`config.mk`:
```
export PLATFORM = sky130hd
export DESIGN_NAME = pll_limp_home_control
export DESIGN_NICKNAME = d
export VERILOG_FILES = /design/src/clkgen_pkg.sv /design/src/pll_limp_home_control.sv
export SDC_FILE = /design/constraint.sdc
export NUM_CORES = 1
export LEC_CHECK = 0
export ABC_AREA = 1
export ABC_CLOCK_PERIOD_IN_PS = 6200
export BUFFER_PORTS_ARGS = -buffer_cell sky130_fd_sc_hd__buf_4
export CAP_MARGIN = 10
export CORE_ASPECT_RATIO = 1.2
export CORE_UTILIZATION = 55
export CTS_BUF_LIST = sky130_fd_sc_hd__clkbuf_4 sky130_fd_sc_hd__clkbuf_8
export DETAILED_ROUTE_END_ITERATION = 8
export GPL_ROUTABILITY_DRIVEN = 0
export PLACE_DENSITY = 0.83
export REMOVE_ABC_BUFFERS = 1
export SYNTH_ARGS = -nofsm -noshare
export SYNTH_HDL_FRONTEND = slang
export SYNTH_SLANG_ARGS = --single-unit
```
`constraint.sdc`:
```
create_clock -name pclk -period 6.2 [get_ports pclk]
set_clock_uncertainty 0.2 [all_clocks]
set_input_delay 0 -clock pclk [delete_from_list [all_inputs] [get_ports pclk]]
set_output_delay 0 -clock pclk [all_outputs]
set_load 0.005 [all_outputs]
```
`src/clkgen_pkg.sv`:
```
// Purpose: shared constants and types of the PLL and limp-home control block
// Assumes: byte-wide registers, each in one aligned APB word at four times its index
// Notes: indices 0x3F and 0x40 hold the extra configuration and status bits
package clkgen_pkg;

  // ************************************************************
  // register indices (byte address is four times the index)
  // ************************************************************
  localparam logic [7:0] IDX_LOOP_MULT = 8'h38;
  localparam logic [7:0] IDX_REF_DIV = 8'h39;
  localparam logic [7:0] IDX_TEST = 8'h3A;
  localparam logic [7:0] IDX_FLAG = 8'h3B;
  localparam logic [7:0] IDX_CTRL = 8'h3C;
  localparam logic [7:0] IDX_CLKCFG = 8'h3F;
  localparam logic [7:0] IDX_STATUS = 8'h40;

  // ************************************************************
  // field positions
  // ************************************************************
  localparam int FLAG_TOL_CHG = 7;
  localparam int FLAG_TOL = 6;
  localparam int FLAG_LIMP_CHG = 1;
  localparam int FLAG_LIMP = 0;
  localparam int CTRL_TOL_IE = 7;
  localparam int CTRL_POWER = 6;
  localparam int CTRL_AUTO = 5;
  localparam int CTRL_WIDE = 4;
  localparam int CTRL_KEEPALIVE = 2;
  localparam int CTRL_LIMP_IE = 1;
  localparam int CTRL_NOLIMP = 0;
  localparam int CFG_CME = 0;
  localparam int CFG_FORCED_MONITOR_ENABLE = 1;
  localparam int CFG_DLY = 2;
  localparam int CFG_BSEL = 3;
  localparam int STS_HALTED = 0;
  localparam int STS_WAKING = 1;
  localparam int STS_OSC_ON = 2;

  // ************************************************************
  // reset values
  // ************************************************************
  localparam logic RST_POWER = 1'b1;
  localparam logic RST_AUTO = 1'b1;
  localparam logic RST_NOLIMP = 1'b0;
  localparam logic [7:0] RST_LOOP_MULT = 8'h00;
  localparam logic [7:0] RST_REF_DIV = 8'h00;

  // ************************************************************
  // slow timebase counts
  // ************************************************************
  localparam logic [12:0] TICKS_LONG = 13'h1000;
  localparam logic [12:0] TICKS_SHORT = 13'h0010;
  localparam logic [12:0] TICKS_CHECK = 13'h1000;

  typedef enum logic [1:0] {M_RUN, M_STOP, M_WAKE} mode_t;

endpackage : clkgen_pkg

```
`src/pll_limp_home_control.sv`:
```
// Purpose: PLL control registers, lock and limp-home status, stop exit sequencing
// Assumes: slow_timebase_clock is a one-cycle tick on pclk; stop_request and
//          wake_event come from pclk logic; analog status pins are asynchronous
// Notes: zero-wait APB slave, read data captured in the setup cycle
//
// Function
// - no limp, monitor off, delay set: resume on crystal after 4096 slow ticks.
// - no limp, monitor off, delay clear: resume on crystal after 16 slow ticks.
// - limp disabled and monitors off: never use limp clock, only crystal wakes.
// - limp disabled, monitor on: STOP raises clock monitor reset.
// - limp enabled, delay clear: pseudo-stop exit lands in limp-home mode.
// - bus frequency is reference times multiplier plus one.
// - reference frequency divided by divider value plus one.
// - multiplier and divider writes ignored while PLL drives bus clock.
// - test register reads zero unless in test mode.
// - lock-change flag sets on tolerance edges, write-one clears, cleared in limp.
// - read-only tolerance bit, unaffected by writes, zero in limp.
// - limp-change flag sets on limp entry or exit, write-one clears.
// - limp status reads one while limp-home mode is active, zero otherwise.
// - reset power on and no-limp clear; low supply forces them off and on.
// - lock interrupt enable gates lock flag, forced zero on low supply.
// - power bit cannot clear while PLL drives bus; limp forces power output.
// - power on with automatic bandwidth locks without software.
// - automatic mode makes bandwidth bit read-only, manual mode software-written.
// - automatic mode uses wide bandwidth far from target, narrow when close.
// - reference loss enters limp if allowed, otherwise clock monitor reset.
// - keepalive bit keeps oscillator running during stop.
// - limp interrupt enable gates limp flag, forced zero on low supply.
`timescale 1ns/10ps
module pll_limp_home_control (
  input wire logic pclk,
  input wire logic presetn,
  input wire logic psel,
  input wire logic penable,
  input wire logic pwrite,
  input wire logic [9:0] paddr,
  input wire logic [31:0] pwdata,
  output logic [31:0] prdata,
  output logic pready,
  output logic pslverr,
  input wire logic pll_supply_level,
  input wire logic vco_in_tolerance,
  input wire logic ref_clock_present,
  input wire logic test_mode,
  input wire logic slow_timebase_clock,
  input wire logic stop_request,
  input wire logic wake_event,
  output logic pll_power_out,
  output logic wide_bw_out,
  output logic [8:0] loop_mult_factor,
  output logic [8:0] ref_div_factor,
  output logic bus_select_out,
  output logic limp_clock_select,
  output logic run_on_crystal,
  output logic cpu_halted,
  output logic osc_enable,
  output logic monitor_reset,
  output logic tol_irq,
  output logic limp_irq
);

  // ************************************************************
  // state
  // ************************************************************
  typedef struct packed {
    logic sup_s1;
    logic sup_s2;
    logic tol_s1;
    logic tol_s2;
    logic tol_q;
    logic ref_s1;
    logic ref_s2;
    logic ref_q;
    logic tst_s1;
    logic tst_s2;
    logic [7:0] loop_multiplier_reg;
    logic [7:0] reference_divider_reg;
    logic tolie;
    logic pll_power;
    logic auto_bw;
    logic wide_loop_bandwidth;
    logic osc_keepalive_stop;
    logic limp_irq_enable;
    logic no_limp_home_select;
    logic no_limp_home_select_done;
    logic clock_monitor_enable;
    logic forced_monitor_enable;
    logic dly;
    logic bsel;
    logic tol_flag;
    logic limp_flag;
    logic limp;
    logic mon_reset;
    clkgen_pkg::mode_t mode;
    logic [12:0] cnt;
    logic [31:0] rdata;
  } state_t;

  state_t st;
  state_t next_st;

  function automatic logic [7:0] reg_index(input logic [9:0] addr);
    reg_index = addr[9:2];
  endfunction : reg_index

  function automatic logic is_mapped(input logic [9:0] addr);
    logic [7:0] i;
    i = addr[9:2];
    is_mapped = (addr[1:0] == 2'h0) &&
      ((i >= clkgen_pkg::IDX_LOOP_MULT && i <= clkgen_pkg::IDX_CTRL) ||
       i == clkgen_pkg::IDX_CLKCFG || i == clkgen_pkg::IDX_STATUS);
  endfunction : is_mapped

  logic locked;
  assign locked = st.tol_s2 & ~st.limp;

  // ************************************************************
  // next state
  // ************************************************************
  always_comb begin
    logic wr;
    logic rd_setup;
    logic [7:0] idx;
    logic [7:0] rv;
    logic [12:0] target;
    logic mon_any;
    wr = psel & penable & pwrite & is_mapped(paddr);
    rd_setup = psel & ~penable & ~pwrite;
    idx = reg_index(paddr);
    rv = 8'h00;
    target = st.dly ? clkgen_pkg::TICKS_LONG : clkgen_pkg::TICKS_SHORT;
    mon_any = st.clock_monitor_enable | st.forced_monitor_enable;
    next_st = st;
    next_st.sup_s1 = pll_supply_level;
    next_st.sup_s2 = st.sup_s1;
    next_st.tol_s1 = vco_in_tolerance;
    next_st.tol_s2 = st.tol_s1;
    next_st.tol_q = st.tol_s2;
    next_st.ref_s1 = ref_clock_present;
    next_st.ref_s2 = st.ref_s1;
    next_st.ref_q = st.ref_s2;
    next_st.tst_s1 = test_mode;
    next_st.tst_s2 = st.tst_s1;
    next_st.mon_reset = 1'b0;

    // ************************************************************
    // register writes
    // ************************************************************
    if (wr) begin
      if (idx == clkgen_pkg::IDX_LOOP_MULT && !st.bsel) begin
        next_st.loop_multiplier_reg = pwdata[7:0];
      end
      if (idx == clkgen_pkg::IDX_REF_DIV && !st.bsel) begin
        next_st.reference_divider_reg = pwdata[7:0];
      end
      if (idx == clkgen_pkg::IDX_FLAG) begin
        if (pwdata[clkgen_pkg::FLAG_TOL_CHG]) begin
          next_st.tol_flag = 1'b0;
        end
        if (pwdata[clkgen_pkg::FLAG_LIMP_CHG]) begin
          next_st.limp_flag = 1'b0;
        end
      end
      if (idx == clkgen_pkg::IDX_CTRL) begin
        next_st.tolie = pwdata[clkgen_pkg::CTRL_TOL_IE];
        // power stays on while the PLL still clocks the bus
        next_st.pll_power = pwdata[clkgen_pkg::CTRL_POWER] | st.bsel;
        next_st.auto_bw = pwdata[clkgen_pkg::CTRL_AUTO];
        if (!st.auto_bw) begin
          next_st.wide_loop_bandwidth = pwdata[clkgen_pkg::CTRL_WIDE];
        end
        next_st.osc_keepalive_stop = pwdata[clkgen_pkg::CTRL_KEEPALIVE];
        next_st.limp_irq_enable = pwdata[clkgen_pkg::CTRL_LIMP_IE];
        // write once in normal modes, anytime in test mode
        if (!st.no_limp_home_select_done || st.tst_s2) begin
          next_st.no_limp_home_select = pwdata[clkgen_pkg::CTRL_NOLIMP];
          next_st.no_limp_home_select_done = 1'b1;
        end
      end
      if (idx == clkgen_pkg::IDX_CLKCFG) begin
        next_st.clock_monitor_enable = pwdata[clkgen_pkg::CFG_CME];
        next_st.forced_monitor_enable = pwdata[clkgen_pkg::CFG_FORCED_MONITOR_ENABLE];
        next_st.dly = pwdata[clkgen_pkg::CFG_DLY];
        // the PLL cannot be picked as bus clock while it is off
        next_st.bsel = pwdata[clkgen_pkg::CFG_BSEL] & st.pll_power;
      end
    end

    // ************************************************************
    // stop, wake and limp-home sequencing
    // ************************************************************
    unique case (st.mode)
      clkgen_pkg::M_RUN: begin
        if (st.limp && slow_timebase_clock) begin
          next_st.cnt = st.cnt + 13'h0001;
          if (st.cnt == clkgen_pkg::TICKS_CHECK - 13'h0001) begin
            next_st.cnt = 13'h0000;
            if (st.ref_s2) begin
              next_st.limp = 1'b0;
            end
          end
        end
        if (!st.limp && !st.ref_s2 && !st.no_limp_home_select) begin
          next_st.limp = 1'b1;
          next_st.cnt = 13'h0000;
        end
        if (st.ref_q && !st.ref_s2 && st.no_limp_home_select) begin
          next_st.mon_reset = 1'b1;
        end
        if (stop_request) begin
          if (st.no_limp_home_select && mon_any) begin
            next_st.mon_reset = 1'b1;
          end else begin
            next_st.mode = clkgen_pkg::M_STOP;
            next_st.cnt = 13'h0000;
          end
        end
      end
      clkgen_pkg::M_STOP: begin
        if (wake_event) begin
          next_st.cnt = 13'h0000;
          if (!st.no_limp_home_select) begin
            next_st.limp = 1'b1;
            next_st.mode = st.dly ? clkgen_pkg::M_WAKE : clkgen_pkg::M_RUN;
          end else begin
            next_st.mode = clkgen_pkg::M_WAKE;
          end
        end
      end
      clkgen_pkg::M_WAKE: begin
        // without limp-home only a live crystal advances the count
        if (slow_timebase_clock && (st.limp || st.ref_s2)) begin
          next_st.cnt = st.cnt + 13'h0001;
          if (st.cnt == target - 13'h0001) begin
            next_st.mode = clkgen_pkg::M_RUN;
            next_st.cnt = 13'h0000;
            if (st.limp && st.ref_s2) begin
              next_st.limp = 1'b0;
            end
          end
        end
      end
      default: begin
        next_st.mode = clkgen_pkg::M_RUN;
      end
    endcase

    // ************************************************************
    // sticky flags: a set in the clearing cycle wins
    // ************************************************************
    if (st.tol_s2 != st.tol_q) begin
      next_st.tol_flag = 1'b1;
    end
    if (st.limp || next_st.limp) begin
      next_st.tol_flag = 1'b0;
    end
    if (next_st.limp != st.limp) begin
      next_st.limp_flag = 1'b1;
    end

    // ************************************************************
    // low PLL supply overrides
    // ************************************************************
    if (!st.sup_s2) begin
      next_st.pll_power = 1'b0;
      next_st.no_limp_home_select = 1'b1;
      next_st.tolie = 1'b0;
      next_st.limp_irq_enable = 1'b0;
    end

    // ************************************************************
    // read data, captured in the setup cycle
    // ************************************************************
    if (rd_setup) begin
      if (idx == clkgen_pkg::IDX_LOOP_MULT) begin
        rv = st.loop_multiplier_reg;
      end
      if (idx == clkgen_pkg::IDX_REF_DIV) begin
        rv = st.reference_divider_reg;
      end
      if (idx == clkgen_pkg::IDX_TEST && st.tst_s2) begin
        rv = {6'h00, st.tol_s2, st.ref_s2};
      end
      if (idx == clkgen_pkg::IDX_FLAG) begin
        rv[clkgen_pkg::FLAG_TOL_CHG] = st.tol_flag;
        rv[clkgen_pkg::FLAG_TOL] = locked;
        rv[clkgen_pkg::FLAG_LIMP_CHG] = st.limp_flag;
        rv[clkgen_pkg::FLAG_LIMP] = st.limp;
      end
      if (idx == clkgen_pkg::IDX_CTRL) begin
        rv[clkgen_pkg::CTRL_TOL_IE] = st.tolie;
        rv[clkgen_pkg::CTRL_POWER] = st.pll_power;
        rv[clkgen_pkg::CTRL_AUTO] = st.auto_bw;
        rv[clkgen_pkg::CTRL_WIDE] = st.auto_bw ? locked : st.wide_loop_bandwidth;
        rv[clkgen_pkg::CTRL_KEEPALIVE] = st.osc_keepalive_stop;
        rv[clkgen_pkg::CTRL_LIMP_IE] = st.limp_irq_enable;
        rv[clkgen_pkg::CTRL_NOLIMP] = st.no_limp_home_select;
      end
      if (idx == clkgen_pkg::IDX_CLKCFG) begin
        rv[clkgen_pkg::CFG_CME] = st.clock_monitor_enable;
        rv[clkgen_pkg::CFG_FORCED_MONITOR_ENABLE] = st.forced_monitor_enable;
        rv[clkgen_pkg::CFG_DLY] = st.dly;
        rv[clkgen_pkg::CFG_BSEL] = st.bsel;
      end
      if (idx == clkgen_pkg::IDX_STATUS) begin
        rv[clkgen_pkg::STS_HALTED] = (st.mode != clkgen_pkg::M_RUN);
        rv[clkgen_pkg::STS_WAKING] = (st.mode == clkgen_pkg::M_WAKE);
        rv[clkgen_pkg::STS_OSC_ON] = osc_enable;
      end
      next_st.rdata = {24'h000000, rv};
    end
  end

  always_ff @(posedge pclk or negedge presetn) begin
    if (!presetn) begin
      st <= '0;
      st.sup_s1 <= 1'b1;
      st.sup_s2 <= 1'b1;
      st.ref_s1 <= 1'b1;
      st.ref_s2 <= 1'b1;
      st.ref_q <= 1'b1;
      st.loop_multiplier_reg <= clkgen_pkg::RST_LOOP_MULT;
      st.reference_divider_reg <= clkgen_pkg::RST_REF_DIV;
      st.pll_power <= clkgen_pkg::RST_POWER;
      st.auto_bw <= clkgen_pkg::RST_AUTO;
      st.no_limp_home_select <= clkgen_pkg::RST_NOLIMP;
      st.mode <= clkgen_pkg::M_RUN;
    end else begin
      st <= next_st;
    end
  end

  // ************************************************************
  // outputs
  // ************************************************************
  assign prdata = st.rdata;
  assign pready = 1'b1;
  assign pslverr = psel & penable & ~is_mapped(paddr);
  assign pll_power_out = st.pll_power | st.limp;
  // automatic mode closes the loop itself from the tolerance detector
  assign wide_bw_out = st.auto_bw ? ~locked : ~st.wide_loop_bandwidth;
  assign loop_mult_factor = {1'b0, st.loop_multiplier_reg} + 9'h001;
  assign ref_div_factor = {1'b0, st.reference_divider_reg} + 9'h001;
  assign bus_select_out = st.bsel | st.limp;
  assign limp_clock_select = st.limp;
  assign run_on_crystal = (st.mode == clkgen_pkg::M_RUN) & ~st.limp;
  assign cpu_halted = (st.mode != clkgen_pkg::M_RUN);
  assign osc_enable = (st.mode != clkgen_pkg::M_STOP) | st.osc_keepalive_stop;
  assign monitor_reset = st.mon_reset;
  assign tol_irq = st.tol_flag & st.tolie;
  assign limp_irq = st.limp_flag & st.limp_irq_enable;
endmodule : pll_limp_home_control

```
-- Yosys cells after proc, flatten, opt, wreduce, memory -nomap -nowiden
Index checks and enable logic that the tools add are counted.
- register bits after elaboration: 65
- input bits: 54
- output and inout port bits: 62
- word-level logic and storage cells: 177
- add/subtract/negate cells: 4
- $lt $le $gt $ge: 2
- equal/unequal tests: 22
- multiplexer cells: 50
- bitwise operators: 23
- reduce and logical (&&, ||, !) cells: 45
- operators with widths (cell ; count):
    $mux W15 ; 4
    $mux W13 ; 4
    $eq A8 B6 Y1 const B ; 6
    $pmux W13 S3 ; 1
    $mux W8 ; 4
    $mux W1 ; 20
    $add A8 B1 Y9 const B ; 2
    $reduce_and A3 Y1 ; 6
    $mux W16 ; 1
    $mux W2 ; 8
    $mux W14 ; 1
    $add A13 B1 Y13 const B ; 1
    $eq A13 B12 Y1 const B ; 1
    $eq A13 B13 Y1 ; 1
    $logic_and A1 B1 Y1 ; 13
    $sub A13 B1 Y13 const B ; 1
    $mux W4 ; 3
    $reduce_bool A3 Y1 ; 4
    $and A1 B1 Y1 ; 11
    $ne A2 B2 Y1 const B ; 5
    $reduce_and A2 Y1 ; 5
    $eq A8 B7 Y1 const B ; 1
    $ge A8 B6 Y1 const B ; 1
    $le A8 B6 Y1 const B ; 1
    14 further kinds ; 41

-- Logic depth before layout (Yosys ltp)
Gate-level depths: netlist of run 1.
- depth in word-level cells: 9
- mapped depth: 15
- gate-level depth less buffers: 15

-- Worst setup path after synthesis of run 1
OpenSTA, ideal clock, no wires.
- kind: register -> register
- start point: reg st[32] in the netlist's numbering
- end point: reg st[50] in the netlist's numbering
- setup time: 0.116 ns
- arrival time: 1.843 ns
- required time: 5.884 ns
- path slack: 4.040 ns
- stages on the path, launching flop included: 13
- buffers on the path: 0
- clock period less this slack: 2.160 ns
- cell sequence: dfrtp_1 > ha_1 > nand3_1 > nor2_1 > nand3_1 > nand2_1 > a21boi_0 > o21bai_1 > ha_1 > a22oi_1 > nand2_1 > nand2_1 > nand2_1
- word-level cells in the longest chain between the ends: 8
- elaborated cells on any way between the ends: 14
- those cells by class: 2 x eq/ne; 7 x mux; 5 x reduce/logical
- ends and longest elaborated chain (item ; RTL line ; source):
    start, declared ; pll_limp_home_control.sv:99 ; state_t st;
    start signal, assigned ; pll_limp_home_control.sv:329 ; st <= next_st;
    $eq A13 B12 Y1 ; pll_limp_home_control.sv:196 ; if (st.cnt == clkgen_pkg::TICKS_CHECK - 13'h0001) begin
    $mux W1 ; pll_limp_home_control.sv:196 ;
    $mux W1 ; pll_limp_home_control.sv:194 ; if (st.limp && slow_timebase_clock) begin
    $mux W1 ; pll_limp_home_control.sv:203 ; if (!st.limp && !st.ref_s2 && !st.no_limp_home_select) begin
    $pmux W1 S3 * ; pll_limp_home_control.sv:192 ; unique case (st.mode)
    $logic_or A1 B1 Y1 * ; pll_limp_home_control.sv:254 ; if (st.limp || next_st.limp) begin
    $reduce_bool A3 Y1 (no line) ; - ;
    $reduce_and A3 Y1 (no line) ; - ;
Every way passes the cells marked *; elsewhere a longest branch is shown, timed or not.
A chain may end at the register's enable or synchronous reset.

-- Final worst setup path of run 1
- start point: in paddr[0]
- end point: reg st[58] in the netlist's numbering
- word-level cells in the longest chain between the ends: 4
- ends and longest elaborated chain (item ; RTL line ; source):
    start, declared ; pll_limp_home_control.sv:36 ; input wire logic [9:0] paddr,
    $logic_not A2 Y1 ; pll_limp_home_control.sv:109 ; is_mapped = (addr[1:0] == 2'h0) &&
    $logic_and A1 B1 Y1 ; pll_limp_home_control.sv:109 ;
    $and A1 B1 Y1 ; pll_limp_home_control.sv:127 ; wr = psel & penable & pwrite & is_mapped(paddr);
    $reduce_and A2 Y1 (no line) ; - ;
No other way between the ends.

==> results of run 1 <==
-- flip-flops by register name (all words and copies together), names as in the netlist --
register / count
prdata: 8
next_st: 6
monitor_reset: 1
st: 49
limp_clock_select: 1
-- area by class of cell --
cell class,instances,area [um^2]
clock buffers,9,124
clock inverters,7,103
fillers,591,2230
inverters,66,248
multi-input cells,435,2110
flip-flops and latches,65,1640
well taps,90,113
repair buffers,92,756
-- metrics by stage --
step / area, um^2 / setup WS, ps / hold slack, ps / std cells / power, mW
final: 5090 / 3140 / 25.1 / 764 / 1.34
after global routing: 5090 / 2980 / 80.9 / 764 / 1.43
after CTS: 5090 / 3230 / 11.9 / 764 / 1.34
after detailed placement: 4600 / 3300 / -89.6 / 722 / 0.916
after global placement: 4600 / 3400 / -91.4 / 722 / 0.895
after floorplan: 4000 / 4040 / -496 / 566 / 0.770
-- repair_timing --
| action | CTS | global route |
|---|---|---|
| hold buffers | 26 | 0 |
| setup buffers | 0 | 0 |
| hold endpoints to repair | 96 | 0 |
-- worst max path at each step --
stage	start	to	slack [ps]
3_5_place_dp	limp_clock_select	st[35]	3300
6_report	paddr[0]	st[58]	3140
4_1_cts	paddr[0]	st[58]	3230
2_1_floorplan	st[32]	st[50]	4040
5_1_grt	paddr[0]	st[58]	2980
3_3_place_gp	limp_clock_select	st[35]	3400
-- worst max-delay path, delay by kind of cell --
| kind | cells | cell delay, ps |
|---|---|---|
| compound gates | 1 | 70 |
| buf+inv | 5 | 2440 |
| simple gates | 4 | 640 |
-- cell usage after synthesis --
master	number	area (um^2)
a211oi_1	1	7.51
a21boi_0	4	30.0
a21boi_4	1	18.8
a21oi_1	12	60.1
a22oi_1	1	7.51
buf_2	2	10.0
buf_4	33	248
buf_6	2	22.5
clkbuf_1	4	15.0
conb_1	2	7.51
dfrtp_1	58	1450
dfstp_2	7	184
ha_1	9	113
inv_1	66	248
nand2_1	180	676
nand3_1	38	190
nand3_2	2	20.0
nand4_1	8	50.1
nor2_1	56	210
nor2_2	2	12.5
nor2_4	1	11.3
nor3_1	6	30.0
nor3_2	1	10.0
nor3b_1	2	15.0
o2111ai_1	1	8.76
o211ai_1	1	7.51
o21ai_0	39	195
o21ai_1	8	40.0
o21ai_2	8	70.1
o21bai_1	3	22.5
o22a_1	1	8.76
o22ai_1	3	18.8
or2_2	3	18.8
xnor2_1	1	8.76
xor2_1	18	158
-- metal layers --
layer	vias up	wire length [um]	part of all wire
met2	149	5770	0.51
met3	27	553	0.049
met5	-	0	0
li1	1966	-	-
met1	1917	4540	0.40
met4	0	358	0.032
-- power by group through the flow --
stage | Sequential [mW] | Clock [mW] | Combinational, mW
floorplan | 0.507 | 0 | 0.263
global placement | 0.517 | 0 | 0.378
detailed placement | 0.521 | 0 | 0.395
CTS | 0.513 | 0.418 | 0.407
global route | 0.521 | 0.436 | 0.469
finish | 0.515 | 0.415 | 0.412
-- logic make-up after synthesis --
kind of cell | count (synthesis) | share of synthesized area
AND/OR/NAND/NOR | 299 | 0.296
buffers and inverters | 107 | 0.129
AO/OA/AOI/OAI | 83 | 0.118
flip-flops | 65 | 0.389
XOR/XNOR | 19 | 0.0396
adder cells (fa/ha/maj) | 9 | 0.0268
other | 2 | 0.00179
==> flow_summary.yaml, run 1 <==
worst_setup_path:
  r2r_end: "st[35]"
  critPathSlowestCell: "dlygate4sd3_1"
  path_class: "input port to register"
  rr_worst_depth: 8
  crit_chain: "dlygate4sd3_1 -> buf_4 -> nor2_1 -> dlygate4sd3_1 -> nand3_1 -> nor2_1 -> nand2_1 -> dlygate4sd3_1 -> o21ai_0 -> dlygate4sd3_1"
  cp-end-kind: "register"
  cp-start-kind: "input port"
  worstPathArrival_ps: 3150
  crit_fanout: 4
  r2r_start: "limp_clock_select"
  r2r_setup_slack_ps: 3260
  crit_path_max_incr_delay_ps: 630
  cp.required_ps: 6290
  critical_path.most_common_cell: "dlygate4sd3_1"
sta:
  period_needed_ps: 3060
  slew_viol_final: 0
  final.period_utilization: 0.493
  hold_viol: 0
  rsz0062_at_grt: "no"
  slew_headroom: 0.432
  tns_ps: 0
  worst_slew_pin_slew_ps: 852
  clock.fmax_mhz: 327
  setup_viol: 0
clocking:
  post_cts_resized: 0
  cts.sinks: 65
  clkSlewWorstSetupHoldPaths_ps: 70
  cts_buffers: 9
  tritoncts: "yes"
  cts_buffer_depth: 2
  ctsHtreeMaxLevel: 3
  cts_root_buffer: "clkbuf_8"
  clk_latency_ps: 350
pwr:
  power_density_nw_per_um2: 264
  irDropWorstVdd_mv: 0.176
  swShare: 0.365
  power_switching_uw: 490
  power.leakage_nw: 2.65
  p_int_uw: 852
  clockPowerShare: 0.309
  power_frac_comb: 0.307
  pwr-share-seq: 0.384
logic_synthesis:
  synth_cell_type_count: 35
  yosysWarnings: 0
  netlist_area_um2: 4200
  ys_ff_latch: 65
  syn_avg_cell_area_um2: 7.20
  seq_area_frac_synth: 0.389
  syn-instance-count: 584
status:
  status: "finished, final reports clean"
layout:
  drive_above_1_share: 0.159
  area_delta_synth_final_pct: 21.1
  layout_commonest_cell: "nand2_1"
  final_core_util: 0.696
  nets: 732
  final_cell_mix: "180 x nand2_1, 66 x inv_1, 66 x buf_4"
  num_antenna_cells: 0
global_routing:
  busiest_layer: "met2"
  grt_use_met2: 0.513
  overflow: 0
  grt_pass1_vias: 3971
  use_met3: 0.0514
  antenna_found_initial: 0
  grt_first_pass_wirelength_um: 18600
  grtUsageMet1: 0.368
  grt.total_usage: 0.304
  grt_max_degree: 66
drt:
  wl_um: 11200
  avgViaCountPerCell: 5.31
  first_pass_iters: 5
  post-route-drc-count: 0
  via_count: 4059
  drtIter0Drc: 301
  route.antenna.remaining_nets: 0
  wire_per_inst_um: 14.7
place:
  place_hpwl_um: 7950
  io_buffers: 66
floorplanning:
  die_w_um: 81.8
  start_util: 0.575
  coreArea_um2: 7320
  rows: 34
  die_y_um: 97.8
  io_pins: 116
  dieArea_um2: 8000
min_path:
  hold_end: "st[61]"
  holdCritPathClass: "input port to register"
  min_delay_path_depth: 7
  hp-start: "paddr[5]"
job:
  drv_cap: 0
No activity file was read; power rests on OpenSTA's default activity.
==> run 2: changes to the inputs <==
ABC_CLOCK_PERIOD_IN_PS = 2750   (was 6200)
CORE_UTILIZATION = 49   (was 55)
PLACE_DENSITY = 0.78   (was 0.83)
clock period = 2.75 ns   (was 6.2 ns; I/O delays follow)
==> flow_summary.yaml, run 2 (same netlist as run 1, synthesis figures left out) <==
status:
  status: "finished, final reports clean"
clocking:
  clkSlewWorstSetupHoldPaths_ps: 70
  post_cts_resized: 0
  tritoncts: "yes"
  cts_buffer_depth: 2
  clk_latency_ps: 350
  ctsHtreeMaxLevel: 3
  cts_buffers: 9
  cts_root_buffer: "clkbuf_8"
  cts.sinks: 65
drt:
  post-route-drc-count: 0
  wire_per_inst_um: 13.5
  first_pass_iters: 5
  via_count: 4027
  drtIter0Drc: 228
  avgViaCountPerCell: 5.07
  wl_um: 10700
  route.antenna.remaining_nets: 0
layout:
  num_antenna_cells: 0
  multi_input_area_um2: 2110
  regMostFlops: "st"
  nets: 738
  layout_commonest_cell: "nand2_1"
  drive_above_1_share: 0.165
  area_delta_synth_final_pct: 22.9
  largest_register_ffs: 49
  fill_cells: 709
  final-seq-area_um2: 1640
  final_cell_mix: "180 x nand2_1, 71 x buf_4, 66 x inv_1"
global_routing:
  use_met3: 0.0556
  antenna_found_initial: 0
  grt_max_degree: 66
  grt_first_pass_wirelength_um: 18300
  grtUsageMet1: 0.296
  grt_use_met2: 0.481
  grt.total_usage: 0.264
  busiest_layer: "met2"
  overflow: 0
  grt_pass1_vias: 4059
sta:
  final.period_utilization: 0.954
  tns_ps: 0
  setup_viol: 0
  slew_viol_final: 0
  slew_headroom: 0.448
  rsz0062_at_grt: "no"
  clock.fmax_mhz: 381
  period_needed_ps: 2620
  hold_viol: 0
  worst_slew_pin_slew_ps: 828
floorplanning:
  start_util: 0.513
  dieArea_um2: 8960
  die_w_um: 86.6
  coreArea_um2: 8200
  rows: 36
  io_pins: 116
  die_y_um: 103
place:
  place_hpwl_um: 7960
  io_buffers: 66
min_path:
  hp-start: "paddr[9]"
  holdCritPathClass: "input port to register"
  hold_end: "st[61]"
  min_delay_path_depth: 8
worst_setup_path:
  cp.required_ps: 2810
  worstPathArrival_ps: 2690
  r2r_start: "st[45]"
  path_class: "input port to register"
  crit_fanout: 4
  rr_worst_depth: 9
  cp-end-kind: "register"
  cp-start-kind: "input port"
  r2r_setup_slack_ps: 430
  r2r_end: "st[35]"
pwr:
  power.leakage_nw: 2.68
  power_density_nw_per_um2: 585
  irDropWorstVdd_mv: 0.277
  p_total_mw: 3.02
job:
  drv_cap: 0
[run 2: cell types whose count changed in the layout (fill, tap and decap cells not counted), sizes merged]
cell         previous run  this run
inv                    68        67
dlygate4sd3            26        27
clkinvlp                1         2
clkbuf                  9        10
buf                    66        71
clkinv                  2         1
[run 2: final cells by class]
| cell class | instances | share of cell area |
|---|---|---|
| tap | 114 | 0.0276 |
| inverter | 66 | 0.0480 |
| timing repair buffer | 98 | 0.156 |
| clock buffer | 10 | 0.0254 |
| clock inverter | 6 | 0.0179 |
| sequential | 65 | 0.317 |
| multi-input combinational | 435 | 0.409 |
[run 2: where the power goes]
| part | total (mW) | switching (mW) | internal [mW] | leakage, nW |
|---|---|---|---|---|
| registers | 1.15 | 0.100 | 1.05 | 0.841 |
| logic | 0.955 | 0.580 | 0.376 | 1.73 |
| clock network | 0.920 | 0.395 | 0.525 | 0.107 |
| total | 3.02 | 1.08 | 1.95 | 2.68 |
[run 2: how the worst max path moves through the flow]
stage	start	endpoint	slack, ps	depth (start not counted)
global route	paddr[0]	st[60]	40	9
global placement	st[33]	st[50]	530	14
finish	paddr[0]	st[60]	130	9
floorplan	st[32]	st[50]	590	12
CTS	paddr[0]	st[60]	240	9
detailed placement	st[33]	st[50]	500	14
[run 2: through the flow]
stage               hold WS (ps)  cell area, um^2  instances  setup slack (ps)   util
CTS                         7.74             5160        794               235  0.630
detailed placement         -89.3             4670        751               496  0.570
finish                      27.6             5160        794               127  0.630
global route                70.9             5160        794              40.5  0.630
floorplan                   -496             4000        566               590      -
global placement           -90.2             4670        751               532  0.570
[run 2: per-layer routing]
layer / wire (um) / vias to the layer above
li1: - / 1978
met4: 325 / 0
met1: 4210 / 1873
met2: 5580 / 149
met3: 609 / 27
met5: 0 / -
[run 2: timing repair]
| action | 4_1_cts | 5_1_grt |
|---|---|---|
| buffers inserted | 0 | 0 |
| hold buffers | 27 | 0 |
| endpoints found under the hold margin | 96 | 0 |
| setup endpoints to repair | 0 | 0 |
[run 2: worst max-delay path, stage by stage]
cell	delay, ps
dlygate4sd3_1	540
buf_4	130
nor2_1	200
dlygate4sd3_1	660
nand3_1	150
nor2_1	280
nand2_1	80
dlygate4sd3_1	560
o21ai_0	80
